## src/rtl/acc_pkg.sv

```systemverilog
// Constants for the analog comparator control block
package acc_pkg;

  // ****************************************************************
  // Register map
  // ****************************************************************
  localparam int          ADDR_W    = 2;
  localparam int          DATA_W    = 8;
  localparam logic [1:0]  OFF_CTRL0 = 2'h0;
  localparam logic [1:0]  OFF_CTRL1 = 2'h1;
  localparam logic [1:0]  OFF_IRQ   = 2'h2;

  // ****************************************************************
  // Field positions
  // ****************************************************************
  localparam int C0_ON      = 7;
  localparam int C0_RESULT  = 6;
  localparam int C0_DRIVE   = 5;
  localparam int C0_INV     = 4;
  localparam int C0_PLUS    = 2;
  localparam int C0_MINUS   = 0;
  localparam int C1_ALT_CLK = 4;
  localparam int C1_HYST    = 3;
  localparam int C1_GSS     = 1;
  localparam int C1_SYNC    = 0;
  localparam int IR_FLAG    = 0;
  localparam int IR_CIE     = 1;
  localparam int IR_PERIPHERAL_IRQ_EN    = 2;
  localparam int IR_GIE     = 3;
  localparam int IR_SETTLED = 4;

  // ****************************************************************
  // Reset values and writable masks
  // ****************************************************************
  localparam logic [7:0] C0_RESET = 8'h00;
  localparam logic [7:0] C0_WMASK = 8'hb5;
  localparam logic [7:0] C1_RESET = 8'h02;
  localparam logic [7:0] C1_WMASK = 8'h1b;
  localparam logic [7:0] IR_RESET = 8'h00;
  localparam logic [7:0] IR_WMASK = 8'h0f;

  // ****************************************************************
  // Clock phases and timing
  // ****************************************************************
  localparam int         PHASE_W        = 2;
  localparam logic [1:0] PHASE_FIRST    = 2'h0;
  localparam logic [1:0] PHASE_SECOND   = 2'h1;
  localparam int         CLK_PERIOD_PS  = 10000;
  localparam int         BIAS_SETTLE_US = 1;
  localparam int         BIAS_CYCLES    = (BIAS_SETTLE_US * 1000000 + CLK_PERIOD_PS - 1) / CLK_PERIOD_PS;
  localparam int         SETTLE_W       = 7;
  localparam logic [6:0] BIAS_CNT       = 7'(BIAS_CYCLES);

endpackage

```

## src/rtl/acc_ctrl.sv

```systemverilog
// Top of the analog comparator control block
//
// Our own choices: the address map and the address-and-strobe port.
`timescale 1ns/10ps
module acc_ctrl (
  // Clock and reset
  input  wire logic       mclk,
  input  wire logic       reset_n,
  // Register port
  input  wire logic [1:0] reg_addr,
  input  wire logic [7:0] reg_wdata,
  input  wire logic       reg_wr,
  input  wire logic       reg_rd,
  output logic      [7:0] reg_rdata,
  // Analog front end
  input  wire logic       compare_raw,
  output logic            comparator_enable,
  output logic            hysteresis_enable,
  output logic            plus_input_select,
  output logic            minus_input_select,
  // Result pin
  input  wire logic       pin_direction,
  output logic            result_pin_out,
  output logic            result_pin_oe,
  // Core sleep and interrupt
  input  wire logic       sleep_active,
  input  wire logic       instr_done,
  output logic            wake_req,
  output logic            irq_req,
  // Counter gate
  input  wire logic       counter_on,
  input  wire logic       gate_enable,
  input  wire logic       counter_clk_fall,
  input  wire logic       gate_pin,
  output logic            counter_alt_clock,
  output logic            count_gate
);

  // ****************************************************************
  // Declarations
  // ****************************************************************
  logic [7:0] ctrl0_q;
  logic [7:0] ctrl0_d;
  logic [7:0] ctrl1_q;
  logic [7:0] ctrl1_d;
  logic [7:0] irq_q;
  logic [7:0] irq_d;
  logic [7:0] rdata_q;
  logic [7:0] rdata_d;
  logic [1:0] phase_q;
  logic [1:0] phase_d;
  logic [6:0] settle_q;
  logic [6:0] settle_d;
  logic       hold_q;
  logic       hold_d;
  logic       gsync_q;
  logic       gsync_d;
  logic       pin_q;
  logic       pin_d;
  logic       oe_q;
  logic       oe_d;
  logic       cmp_s;
  logic       gate_pin_s;
  logic       phase1_en;
  logic       read_load;
  logic       cmp_result;
  logic       result_q;
  logic       mismatch;
  logic       change_pulse;
  logic       ctrl0_wr;
  logic       ctrl1_wr;
  logic       irq_wr;
  logic       enables_ok;
  logic       cmp_gate_src;

  // ****************************************************************
  // Input synchronisers
  // ****************************************************************

  // Comparator output and gate pin come from outside the clock domain
  acc_sync2 #(
    .WIDTH (2)
  ) u_sync (
    .mclk     (mclk),
    .reset_n  (reset_n),
    .async_in ({compare_raw, gate_pin}),
    .sync_out ({cmp_s, gate_pin_s})
  );

  // ****************************************************************
  // Instruction clock phases
  // ****************************************************************

  // Four-phase divider, first phase gives the latch enable
  always_comb
  begin
    phase_d = phase_q + 2'h1;
  end

  always_ff @(posedge mclk)
  begin
    if (!reset_n)
      phase_q <= acc_pkg::PHASE_FIRST;
    else
      phase_q <= phase_d;
  end

  assign phase1_en = (phase_q == acc_pkg::PHASE_FIRST);

  // ****************************************************************
  // Register decode
  // ****************************************************************

  // Write strobes per register
  assign ctrl0_wr = reg_wr && (reg_addr == acc_pkg::OFF_CTRL0);
  assign ctrl1_wr = reg_wr && (reg_addr == acc_pkg::OFF_CTRL1);
  assign irq_wr   = reg_wr && (reg_addr == acc_pkg::OFF_IRQ);

  // A read or a write of control register 0 reloads the read latch
  assign read_load = (reg_rd || reg_wr) && (reg_addr == acc_pkg::OFF_CTRL0);

  // ****************************************************************
  // Comparator result and mismatch
  // ****************************************************************

  // Result with polarity, forced low while the comparator is off
  assign cmp_result = ctrl0_q[acc_pkg::C0_ON] & (cmp_s ^ ctrl0_q[acc_pkg::C0_INV]);

  acc_mismatch u_mismatch (
    .mclk         (mclk),
    .reset_n      (reset_n),
    .phase1_en    (phase1_en),
    .read_load    (read_load),
    .result_in    (cmp_result),
    .result_q     (result_q),
    .mismatch     (mismatch),
    .change_pulse (change_pulse)
  );

  // ****************************************************************
  // Control and flag registers
  // ****************************************************************

  // Next register values; the hardware set wins over a software clear
  always_comb
  begin
    ctrl0_d = ctrl0_q;
    ctrl1_d = ctrl1_q;
    irq_d   = irq_q;
    if (ctrl0_wr)
      ctrl0_d = reg_wdata & acc_pkg::C0_WMASK;
    if (ctrl1_wr)
      ctrl1_d = reg_wdata & acc_pkg::C1_WMASK;
    if (irq_wr)
      irq_d = reg_wdata & acc_pkg::IR_WMASK;
    if (change_pulse)
      irq_d[acc_pkg::IR_FLAG] = 1'b1;
  end

  // Reset returns both control registers with the comparator off
  always_ff @(posedge mclk)
  begin
    if (!reset_n)
    begin
      ctrl0_q <= acc_pkg::C0_RESET;
      ctrl1_q <= acc_pkg::C1_RESET;
      irq_q   <= acc_pkg::IR_RESET;
    end
    else
    begin
      ctrl0_q <= ctrl0_d;
      ctrl1_q <= ctrl1_d;
      irq_q   <= irq_d;
    end
  end

  // ****************************************************************
  // Bias settling status
  // ****************************************************************

  // Counts down after enable; held reloaded while the comparator is off
  always_comb
  begin
    settle_d = settle_q;
    if (!ctrl0_q[acc_pkg::C0_ON])
      settle_d = acc_pkg::BIAS_CNT;
    else if (settle_q != 7'h00)
      settle_d = settle_q - 7'h01;
  end

  always_ff @(posedge mclk)
  begin
    if (!reset_n)
      settle_q <= acc_pkg::BIAS_CNT;
    else
      settle_q <= settle_d;
  end

  // ****************************************************************
  // Read data
  // ****************************************************************

  // Read mux, registered so data stands in the following cycle
  always_comb
  begin
    rdata_d = rdata_q;
    if (reg_rd)
    begin
      unique case (reg_addr)
        acc_pkg::OFF_CTRL0:
        begin
          rdata_d = ctrl0_q;
          rdata_d[acc_pkg::C0_RESULT] = result_q;
        end
        acc_pkg::OFF_CTRL1:
          rdata_d = ctrl1_q;
        acc_pkg::OFF_IRQ:
        begin
          rdata_d = irq_q;
          rdata_d[acc_pkg::IR_SETTLED] = ctrl0_q[acc_pkg::C0_ON] && (settle_q == 7'h00);
        end
        default:
          rdata_d = 8'h00;
      endcase
    end
  end

  always_ff @(posedge mclk)
  begin
    if (!reset_n)
      rdata_q <= 8'h00;
    else
      rdata_q <= rdata_d;
  end

  assign reg_rdata = rdata_q;

  // ****************************************************************
  // Analog controls
  // ****************************************************************

  // Enable runs independent of sleep
  assign comparator_enable  = ctrl0_q[acc_pkg::C0_ON];
  assign plus_input_select  = ctrl0_q[acc_pkg::C0_PLUS];
  assign minus_input_select = ctrl0_q[acc_pkg::C0_MINUS];
  assign hysteresis_enable  = ctrl1_q[acc_pkg::C1_HYST];
  assign counter_alt_clock  = ctrl1_q[acc_pkg::C1_ALT_CLK];

  // ****************************************************************
  // Result pin
  // ****************************************************************

  // Pin drive needs drive bit, comparator on and pin set as output
  always_comb
  begin
    pin_d = result_q;
    oe_d  = ctrl0_q[acc_pkg::C0_DRIVE]
            & ctrl0_q[acc_pkg::C0_ON]
            & ~pin_direction;
  end

  always_ff @(posedge mclk)
  begin
    if (!reset_n)
    begin
      pin_q <= 1'b0;
      oe_q  <= 1'b0;
    end
    else
    begin
      pin_q <= pin_d;
      oe_q  <= oe_d;
    end
  end

  assign result_pin_out = pin_q;
  assign result_pin_oe  = oe_q;

  // ****************************************************************
  // Wake and interrupt
  // ****************************************************************

  // Both the change enable and peripheral enable are needed to wake
  assign enables_ok = irq_q[acc_pkg::IR_FLAG]
                      & irq_q[acc_pkg::IR_CIE]
                      & irq_q[acc_pkg::IR_PERIPHERAL_IRQ_EN];
  assign wake_req   = sleep_active & enables_ok;

  // Vector held off until the instruction after sleep has retired
  always_comb
  begin
    hold_d = hold_q;
    if (wake_req)
      hold_d = 1'b1;
    else if (instr_done)
      hold_d = 1'b0;
  end

  always_ff @(posedge mclk)
  begin
    if (!reset_n)
      hold_q <= 1'b0;
    else
      hold_q <= hold_d;
  end

  assign irq_req = enables_ok
                   & irq_q[acc_pkg::IR_GIE]
                   & ~sleep_active
                   & ~hold_q;

  // ****************************************************************
  // Counter gate
  // ****************************************************************

  // Result captured on counter clock falling edge after prescale
  always_comb
  begin
    gsync_d = counter_clk_fall ? result_q : gsync_q;
  end

  always_ff @(posedge mclk)
  begin
    if (!reset_n)
      gsync_q <= 1'b0;
    else
      gsync_q <= gsync_d;
  end

  // Synchronised or direct comparator result as gate source
  assign cmp_gate_src = ctrl1_q[acc_pkg::C1_SYNC] ? gsync_q : result_q;

  // Gate applies only while the counter runs with gating on
  assign count_gate = (counter_on & gate_enable)
                      ? (ctrl1_q[acc_pkg::C1_GSS] ? gate_pin_s : cmp_gate_src)
                      : 1'b1;

endmodule

```

## src/rtl/acc_mismatch.sv

```systemverilog
// Mismatch detector with read latch and first-phase latch
`timescale 1ns/10ps
module acc_mismatch (
  // Clock and reset
  input  wire logic mclk,
  input  wire logic reset_n,
  // Controls
  input  wire logic phase1_en,
  input  wire logic read_load,
  input  wire logic result_in,
  // Status
  output logic      result_q,
  output logic      mismatch,
  output logic      change_pulse
);

  logic phase_q;
  logic phase_d;
  logic read_q;
  logic read_d;
  logic prev_q;

  // Next latch values
  always_comb
  begin
    phase_d = phase1_en ? result_in : phase_q;
    read_d  = read_load ? phase_q : read_q;
  end

  // Latch registers
  always_ff @(posedge mclk)
  begin
    if (!reset_n)
    begin
      phase_q <= 1'b0;
      read_q  <= 1'b0;
      prev_q  <= 1'b0;
    end
    else
    begin
      phase_q <= phase_d;
      read_q  <= read_d;
      prev_q  <= mismatch;
    end
  end

  // Compare and edge detect
  assign mismatch     = phase_q ^ read_q;
  assign change_pulse = mismatch & ~prev_q;
  assign result_q     = phase_q;

endmodule

```

## src/rtl/acc_sync2.sv

```systemverilog
// Two flip-flop synchroniser for pin-side levels
`timescale 1ns/10ps
module acc_sync2 #(
  parameter int WIDTH = 1
) (
  // Clock and reset
  input  wire logic             mclk,
  input  wire logic             reset_n,
  // Levels
  input  wire logic [WIDTH-1:0] async_in,
  output logic      [WIDTH-1:0] sync_out
);

  logic [WIDTH-1:0] meta_q;
  logic [WIDTH-1:0] sync_q;

  // Two stages, first read only by the second
  always_ff @(posedge mclk)
  begin
    if (!reset_n)
    begin
      meta_q <= '0;
      sync_q <= '0;
    end
    else
    begin
      meta_q <= async_in;
      sync_q <= meta_q;
    end
  end

  assign sync_out = sync_q;

endmodule
```

## config.mk

```make
export PLATFORM = sky130hd
export DESIGN_NAME = acc_ctrl
export DESIGN_NICKNAME = d
export VERILOG_FILES = /design/src/rtl/acc_pkg.sv /design/src/rtl/acc_ctrl.sv /design/src/rtl/acc_mismatch.sv /design/src/rtl/acc_sync2.sv
export SDC_FILE = /design/constraint.sdc
export NUM_CORES = 1
export LEC_CHECK = 0
export BUFFER_PORTS_ARGS = -buffer_cell sky130_fd_sc_hd__clkbuf_2
export CAP_MARGIN = 20
export CORE_ASPECT_RATIO = 0.75
export CORE_MARGIN = 2
export CORE_UTILIZATION = 52
export DETAILED_ROUTE_END_ITERATION = 8
export HOLD_SLACK_MARGIN = 0.1
export PLACE_DENSITY_LB_ADDON = 0.2
export RECOVER_POWER = 100
export SLEW_MARGIN = 20
export SYNTH_ARGS = -nofsm -noshare
export SYNTH_HDL_FRONTEND = slang
export SYNTH_SLANG_ARGS = --single-unit
```

## constraint.sdc

```tcl
create_clock -name mclk -period 1.9 [get_ports mclk]
set_input_delay 0.19 -clock mclk [delete_from_list [all_inputs] [get_ports mclk]]
set_output_delay 0.19 -clock mclk [all_outputs]
set_load 0.01 [all_outputs]
```

Word-level counts from Yosys, hierarchy flattened. Index checks and enable logic that the tools add are counted.

Register bits after elaboration: 41. Input bits: 22. Word-level logic and storage cells: 58.

Add/sub/neg operators: 2. Eq/ne operators: 2. Muxes and demuxes: 8. Bitwise logic cells: 17. Reduce and logical (&&, ||, !) cells: 13.

Operators with widths (count): $pmux W8 S3 (1); $and A1 B1 Y1 (11); $logic_not A7 Y1 (1); $mux W1 (7); $reduce_bool A7 Y1 (1); $sub A7 B1 Y7 const B (1); $logic_and A1 B1 Y1 (5); $logic_not A2 Y1 (2); $not A1 Y1 (4); $reduce_bool A2 Y1 (2); $add A2 B1 Y2 const B (1); $eq A2 B1 Y1 const B (1); $eq A2 B2 Y1 const B (1); $reduce_and A2 Y1 (1); $xor A1 B1 Y1 (2); $logic_or A1 B1 Y1 (1).

Depth between registers and ports, before layout. Gate-level depths: netlist of run 1.

Depth after elaboration: 5. Gate-level depth with buffers: 5.

Cells and area by module. Synthesis of run 1 repeated with hierarchy kept, for this count alone.

Cells, all modules: 180. Area total of the unflattened synthesis: 1750.4 um^2.

Modules (own cells, without submodules): acc_ctrl (times used 1, cells each 162, area an instance 1527.7 um^2); acc_mismatch (times used 1, cells each 10, area an instance 117.6 um^2); acc_sync2 (times used 1, cells each 8, area an instance 105.1 um^2).

Worst setup path after synthesis of run 1. Ideal clock, no wire load.

Path type: reg-to-reg. Start: register settle_q[0]. End: register settle_q[5]. Library setup time: 0.062 ns. Arrival: 1.381 ns. Data required time: 1.838 ns. Path slack: 0.458 ns. Cell stages (with the launch flop): 4. Path buffers: 0. Period minus slack after synthesis: 1.442 ns. Cells stage by stage: dfxtp_1 or4_4 or4_1 nand3_1.

Word-level cells in the longest chain between the ends: 1. Elaborated cells between the ends (all ways): 2. Classes of those cells: add/sub (1); reduce/logical (1).

RTL lines: start: declaration (line acc_ctrl.sv:52) `logic [6:0] settle_q;`; start signal: assignment (line acc_ctrl.sv:194) `settle_q <= acc_pkg::BIAS_CNT;`; start signal: assignment (line acc_ctrl.sv:196) `settle_q <= settle_d;`; $sub A7 B1 Y7 or $reduce_bool A7 Y1 (tied branches) (line acc_ctrl.sv:188, acc_ctrl.sv:187).

Several ways; a longest one is shown, not always the timed one. A chain may end at the register's enable or synchronous reset.

Final worst setup path of run 1.
Start: register settle_q[2]. End: register settle_q[5].

Same word-level chain as after synthesis.

==> metrics.md, run 1 <==
| Metric | Value |
|---|---|
| Fin crit share | `0.827` |
| P&R area growth vs syn | `17.1%` |
| Post-Syn Area | `1670 sq um` |
| Htree depth | `2` |
| Initial antenna violation count | `0` |
| NumNets Final | `248` |
| Remaining global-route overflow | `0` |
| Global-route wire length before repair | `approximately 6.4 mm` |
| Setup TNS | `0 ns` |
| Clk root buf | `clkbuf_8` |
| Final clock skew | `about 0.0053 ns` |
| GRT Total Usage | `0.223` |
| Remaining antenna violation count | `0` |
| Cell taking the most area after synthesis | `dfxtp_1` |
| Maximum capacitance violations | `0` |
| Register area share after synthesis | `0.491` |
| Initial core utilization | `0.558` |
| Logic pwr share | `0.081` |
| Top layer in use | `met4` |
| DR WL/cell | `approximately 14 microns` |
| CTS clk-pin slew, worst paths | `around 0.070 ns` |
| Clk sinks | `41` |
| RSZ-0062 raised after global routing | `false` |
| Num CTS Buffers | `5` |
| IO Pins | `40` |
| Mean Syn Cell Area | `between 9 and 10 sq um` |
| Routability cong. | `approximately 0.86` |
| Sequential Power Share | `0.571` |
| Post-DP HPWL | `between 2 and 3 mm` |
| Clock Power Share | `0.347` |
| Die Area | `3690 sq um` |
| Via density | `about 5.5` |
| Die Span Y | `about 53 microns` |
| #FFs+latches synth | `41` |
| CP Launch Type | `register` |
| Wire length on met2 | `about 1.6 mm` |
| I/O Buffers | `38` |
| Layout cell share with drive strength beyond 1 | `0.117` |
| Gate Count Post-Synth | `183` |
| Final Hold Viols | `0` |
| # fillers | `~280` |
| Largest net degree at the start of global routing | `19` |
| WL met3 | `between 200 and 300 microns` |
| Top cells by area, synth | `dfxtp_1 49%, mux2i_1 6.6%, a21oi_1 3.9%` |
| CTS tree | `done` |
| Synthesized Nets | `208` |
| Core area | `between 2000 and 3000 sq um` |
| Top-area cell type share of the netlist area | `0.491` |
| Setup Slack @ Placement | `around 0.38 ns` |
| M1 WL | `1.77 mm` |
| Hold depth | `2` |
| CP max FO | `6` |
| Final core occ | `0.653` |
| Leak | `0.765 nW` |
| DIE WIDTH | `69.5 microns` |
| PD cells | `802 nW/um^2` |
| Final Max Tran Viols | `0` |
| Switch Pwr | `approximately 0.00035 W` |
| Min Tclk post-route | `between 1.5 and 2 ns` |
| Sw Share | `0.221` |
| Worst Tran Pin Value | `0.813 ns` |
| Post-Route WL | `3.71 mm` |
| Hold Crit Class | `input pin to register` |
| Int Pwr | `between 0.001 and 0.0015 W` |
| Worst-skew pair later-pin latency | `approximately 0.28 ns` |
| Critical path arrival | `~1.8 ns` |
| WP data required | `roughly 2.1 ns` |
| Initial DRT Pass Iterations | `5` |
| Register-to-Register Path Depth | `3` |
| Maximum VDD drop | `0.494 mV` |
| # rows | `17` |
| Final Worst Setup Slack | `between 0.3 and 0.4 ns` |
| Maximum buffer depth of the clock tree | `2` |
| Vias | `around 1400` |
| Warnings, synthesis | `0` |
| Antenna cell count | `0` |
| Synth cell types | `37` |
| Vias in the first global route | `1447` |
| Fmax | `between 600 and 700 MHz` |
| Starting DRT DRC Count | `between 70 and 80` |
| Crit. End Element | `register` |
| Kind of critical path | `register to register` |
| Drc violations | `0` |
| Slew headroom | `0.458` |
| Setup violations, final | `0` |
| CTS resizes | `0` |
| Post-CTS Setup Bufs | `0` |
| Outcome | `finished, final reports clean` |
| Final hold slack | `around 0.12 ns` |
-- area by class of cell --
cell class / instances / area (sq um) / area share
Clock buffer: 7 / 86.3 / 0.0441
Inverter: 9 / 33.8 / 0.0172
Multi-Input combinational cell: 125 / 785 / 0.400
Sequential cell: 41 / 821 / 0.419
Tap cell: 38 / 47.5 / 0.0243
Timing Repair Buffer: 41 / 186 / 0.0951
-- Yosys cell counts (all sizes together) --
| library cell | instances |
|---|---|
| xnor2 | 2 |
| clkbuf | 8 |
| nor2 | 13 |
| o211a | 1 |
| o21ai | 7 |
| o2111ai | 1 |
| xor2 | 2 |
| o22ai | 1 |
| o311ai | 1 |
| nor3b | 4 |
| nand4 | 1 |
| nor4b | 1 |
| ha | 3 |
| and2 | 6 |
| nand3 | 12 |
| a31oi | 2 |
| o31ai | 3 |
| or4 | 3 |
| nor3 | 3 |
| nor2b | 6 |
| nand3b | 4 |
| nand2b | 2 |
| o211ai | 1 |
| a22oi | 2 |
| mux2i | 11 |
| nor4 | 1 |
| a21oi | 13 |
| o21a | 1 |
| dfxtp | 41 |
| a211oi | 1 |
| and4 | 1 |
| inv | 8 |
| o32a | 1 |
| nand2 | 15 |
| clkinv | 1 |
-- through the flow --
step                instances  area [sq um]  power [W]
finish                    261          1960    0.00157
global route              261          1960    0.00165
CTS                       261          1990    0.00159
detailed placement        253          1900    0.00105
global placement          253          1900    0.00104
floorplan                 183          1670   0.000994
-- path summary, 6_finish.rpt --
| path | start | to | slack, ns |
|---|---|---|---|
| min reg2reg | phase_q[0] | phase_q[0] | 0.41 |
| min | compare_raw | u_sync.meta_q[1] | 0.12 |
| max | settle_q[2] | settle_q[5] | 0.33 |
| max reg2reg | settle_q[2] | settle_q[5] | 0.33 |
-- state kept, by name, indices dropped and copies added, names as in the netlist --
signal	cells
reg_rdata	8
settle_q	7
ctrl0_q	5
ctrl1_q	4
irq_q	4
phase_q	2
u_sync.meta_q	2
u_sync.sync_out	2
gsync_q	1
hold_q	1
result_pin_oe	1
result_pin_out	1
u_mismatch.prev_q	1
u_mismatch.read_q	1
u_mismatch.result_q	1
-- per-layer routing --
metal | track usage | vias to the layer above
met2 | 0.362 | 50
li1 | - | 724
met3 | 0.0590 | 4
met4 | 0.0915 | 0
met5 | 0 | -
met1 | 0.285 | 661
-- cells by family (layout without fill, tap and decap cells) --
group / Yosys count / in the layout / share of synthesized area
AOI/OAI and AO/OA: 35 / 35 / 0.129
DFF: 41 / 41 / 0.491
buffers and inverters: 17 / 57 / 0.0381
and+or+nand+nor: 72 / 72 / 0.233
xor gates and xnor gates: 4 / 4 / 0.0209
muxes: 11 / 11 / 0.0658
adders and majority gates: 3 / 3 / 0.0224
-- critical path: stages, from the launching register on --
cell     delay (ns)
dfxtp_1        0.37
or4_1          0.54
or4_1          0.50
nand3_1        0.11
-- what timing repair did --
item,4_1_cts,5_1_grt
endpoints found under the hold margin,1,0
setup endpoints to repair,0,0
hold buffers,1,0
-- cells in the final DEF (no fill, tap or decap), drive strengths merged, types with 4 or more instances in the layout --
cell type  instances
nand3             12
inv                8
nand3b             4
nor2              13
nor3b              4
mux2i             11
dfxtp             41
nand2             15
a21oi             13
clkbuf            46
o21ai              7
and2               6
nor2b              6
-- power groups by stage --
stage          Sequential, W  Clock (W)  Combinational, W
2_1_floorplan       0.000918          0         0.0000763
3_3_place_gp        0.000916          0          0.000125
3_5_place_dp        0.000918          0          0.000130
4_1_cts             0.000898   0.000562          0.000132
5_1_grt             0.000900   0.000603          0.000144
6_report            0.000898   0.000546          0.000128
No activity file was read; power rests on OpenSTA's default activity.
==> run 2, diff against run 1 <==
==> constraint.sdc (replaced) <==
create_clock -name mclk -period 1.5 [get_ports mclk]
set_input_delay 0.15 -clock mclk [delete_from_list [all_inputs] [get_ports mclk]]
set_output_delay 0.15 -clock mclk [all_outputs]
set_load 0.01 [all_outputs]
==> run 2 against run 1 <==
Sequential share of layout area down 1.2 points. First-iteration DRC count up 34%. Combinational power up 32%. Clock-buffer cell count down 2. Sequential power up 27%. Total power up 36%. Critical endpoint unchanged. Largest power group unchanged. Highest routed layer unchanged.
==> metrics.md, run 2 (synthesized netlist as in run 1, its figures left out) <==
| Metric | Value |
|---|---|
| WP data required | `1.73 ns (-0.39 ns)` |
| RR Startpoint | `settle_q[0]` |
| Initial DRT Pass Iterations | `4 (-1)` |
| GRT Total Usage | `0.213 (-0.00943)` |
| Crit path launch | `settle_q[0]` |
| # rows | `17 (unchanged)` |
| Final core occ | `0.675 (+0.0221)` |
| PD cells | `1060 nW/um^2 (+32%)` |
| Fin crit share | `0.991 (+0.164)` |
| Sequential Power Share | `0.532 (-0.039)` |
| Worst-skew pair later-pin latency | `0.28 ns (about the same)` |
| Remaining antenna violation count | `0 (unchanged)` |
| Maximum capacitance violations | `0 (unchanged)` |
| Critical path arrival | `1.72 ns (-0.07 ns)` |
| Commonest cells after routing, fill and taps aside | `39 x dfxtp_1, 22 x clkbuf_1, 19 x clkbuf_2` |
| Post-CTS Setup Bufs | `0 (unchanged)` |
| Max FFs per register | `8 (unchanged)` |
| DR WL/cell | `13.8 microns (-3.2%)` |
| Maximum VDD drop | `0.840 mV (+70%)` |
| Worst Tran Pin Value | `0.487 ns (-0.326 ns)` |
| Outcome | `finished, final reports clean` |
| Min Tclk post-route | `1.49 ns (-0.0847 ns)` |
| Sw Share | `0.217 (-0.00473)` |
| Routability cong. | `0.930 (+7.9%)` |
| Post-Route WL | `3.67 mm (-0.97%)` |
| Commonest non-fill, non-tap cell in the layout | `dfxtp_1` |
| Switch Pwr | `0.000463 W (+33%)` |
| Worst path top cell family by delay | `simple AND/OR/NAND/NOR gates` |
| Kind of critical path | `register to register` |
| Via density | `5.52 (+0.13%)` |
| Initial antenna violation count | `0 (unchanged)` |
| Clk root buf | `clkbuf_8` |
| Post-DP HPWL | `2.64 mm (-2.6%)` |
| Layout cell share with drive strength beyond 1 | `0.144 (+0.0275)` |
| Num CTS Buffers | `5 (unchanged)` |
| CTS tree | `done` |
| Crit. End Element | `register` |
| Clock Power Share | `0.389 (+0.042)` |
| Fmax | `672 MHz (+5.7%)` |
| Worst path cell trace | `or4_4 -> or4_1 -> nand3_1` |
| P&R area growth vs syn | `21.1%` |
| Clk sinks | `41 (unchanged)` |
| Remaining global-route overflow | `0 (unchanged)` |
| IO Pins | `40 (unchanged)` |
| RSZ-0062 raised after global routing | `true` |
| Vias | `1474 (+2.4%)` |
| Hold Crit Class | `input pin to register` |
| Critical-path top delay cell | `or4_4` |
| Worst Path Buf+Inv | `0 (unchanged)` |
| Setup violations, final | `0 (unchanged)` |
| CP Launch Type | `register` |
| Largest stage delay, worst path | `0.54 ns (about the same)` |
| Global-route wire length before repair | `6.15 mm (-3.5%)` |
| Final clock skew | `0.00416 ns (-0.00110 ns)` |
| Leak | `0.799 nW (+4.4%)` |
| Final Max Tran Viols | `0 (unchanged)` |
| Slew headroom | `0.675 (+0.217)` |
| Initial core utilization | `0.558 (unchanged)` |
| CP max FO | `4 (-2)` |
| NumNets Final | `254 (+2.4%)` |
| DIE WIDTH | `69.5 microns (unchanged)` |
| Hold Path Origin | `reg_wdata[7]` |
| Starting DRT DRC Count | `98 (+34%)` |
| I/O Buffers | `38 (unchanged)` |
| Die Area | `3690 sq um (unchanged)` |
| Final Hold Viols | `0 (unchanged)` |
| Antenna cell count | `0 (unchanged)` |
| Setup TNS | `0 ns (unchanged)` |
| Maximum buffer depth of the clock tree | `2 (unchanged)` |
| Drc violations | `0 (unchanged)` |
| Htree depth | `2 (unchanged)` |
| Logic pwr share | `0.079 (-0.002)` |
| Int Pwr | `0.00167 W (+37%)` |
| Vias in the first global route | `1373 (-5.1%)` |
| Core area | `3000 sq um (unchanged)` |
| CTS clk-pin slew, worst paths | `0.08 ns (about the same)` |
| # fillers | `277 (-0.36%)` |
| Die Span Y | `53.1 microns (unchanged)` |
| Largest net degree at the start of global routing | `19 (unchanged)` |
## run 2: cell count changes in the layout (fill, tap and decap cells not counted), moves of 2 or more
| cell | change |
|---|---|
| and2_1 | -2 |
| and2_0 | +2 |
| dfxtp_2 | +2 |
| dfxtp_1 | -2 |
| or4_1 | -2 |
| dlygate4sd3_1 | +2 |
| buf_4 | +2 |
| or4_4 | +2 |
## run 2: path summary, 6_finish.rpt
check / endpoint / slack (ns) / cells past startpoint
max: settle_q[5] / 0.01 / 3
min: ctrl0_q[7] / 0.10 / 3
max reg2reg: settle_q[5] / 0.01 / 3
min reg2reg: irq_q[0] / 0.41 / 1
## run 2: worst reg2reg max path, stage by stage, from the launching register on
cell     delay (ns)
dfxtp_2        0.34
or4_4          0.54
or4_1          0.47
nand3_1        0.09
## run 2: final cells by class
class / instances / area [sq um] / area share
clock inverter: 2 / 35.0 / 0.0173
timing repair buffer: 47 / 230 / 0.114
tap: 38 / 47.5 / 0.0235
sequential: 41 / 823 / 0.406
clock buffer: 5 / 68.8 / 0.0340
multi-input combinational: 125 / 787 / 0.389
inverter: 9 / 33.8 / 0.0167
## run 2: metrics by stage
stage               worst slack [ns]  cells  total power, W  instance area (sq um)  hold WS, ns
global route                 -0.0173    267         0.00223                   2030        0.113
detailed placement            0.0176    257         0.00133                   1930        0.318
global placement              0.0326    257         0.00132                   1930        0.313
CTS                          0.00304    267         0.00216                   2060        0.100
finish                        0.0128    267         0.00214                   2030        0.101
floorplan                     0.0577    183         0.00126                   1670        0.226
## run 2: routing by layer
| layer | wire length (microns) | global-route usage |
|---|---|---|
| met1 | 1800 | 0.287 |
| met3 | 224 | 0.0686 |
| met2 | 1630 | 0.332 |
| met4 | 23 | 0.0588 |
| met5 | 0 | 0 |
## run 2: power groups by stage
stage	clock (W)	sequential [W]	combinational, W
floorplan	0	0.00116	0.0000966
global placement	0	0.00116	0.000163
detailed placement	0	0.00116	0.000169
CTS	0.000852	0.00114	0.000176
global route	0.000904	0.00114	0.000190
finish	0.000832	0.00114	0.000169
## run 2: what timing repair did
item / 4_1_cts / 5_1_grt
hold buffers: 3 / 0
gates resized for setup: 0 / 3
setup endpoints to repair: 0 / 4
endpoints found under the hold margin: 3 / 0
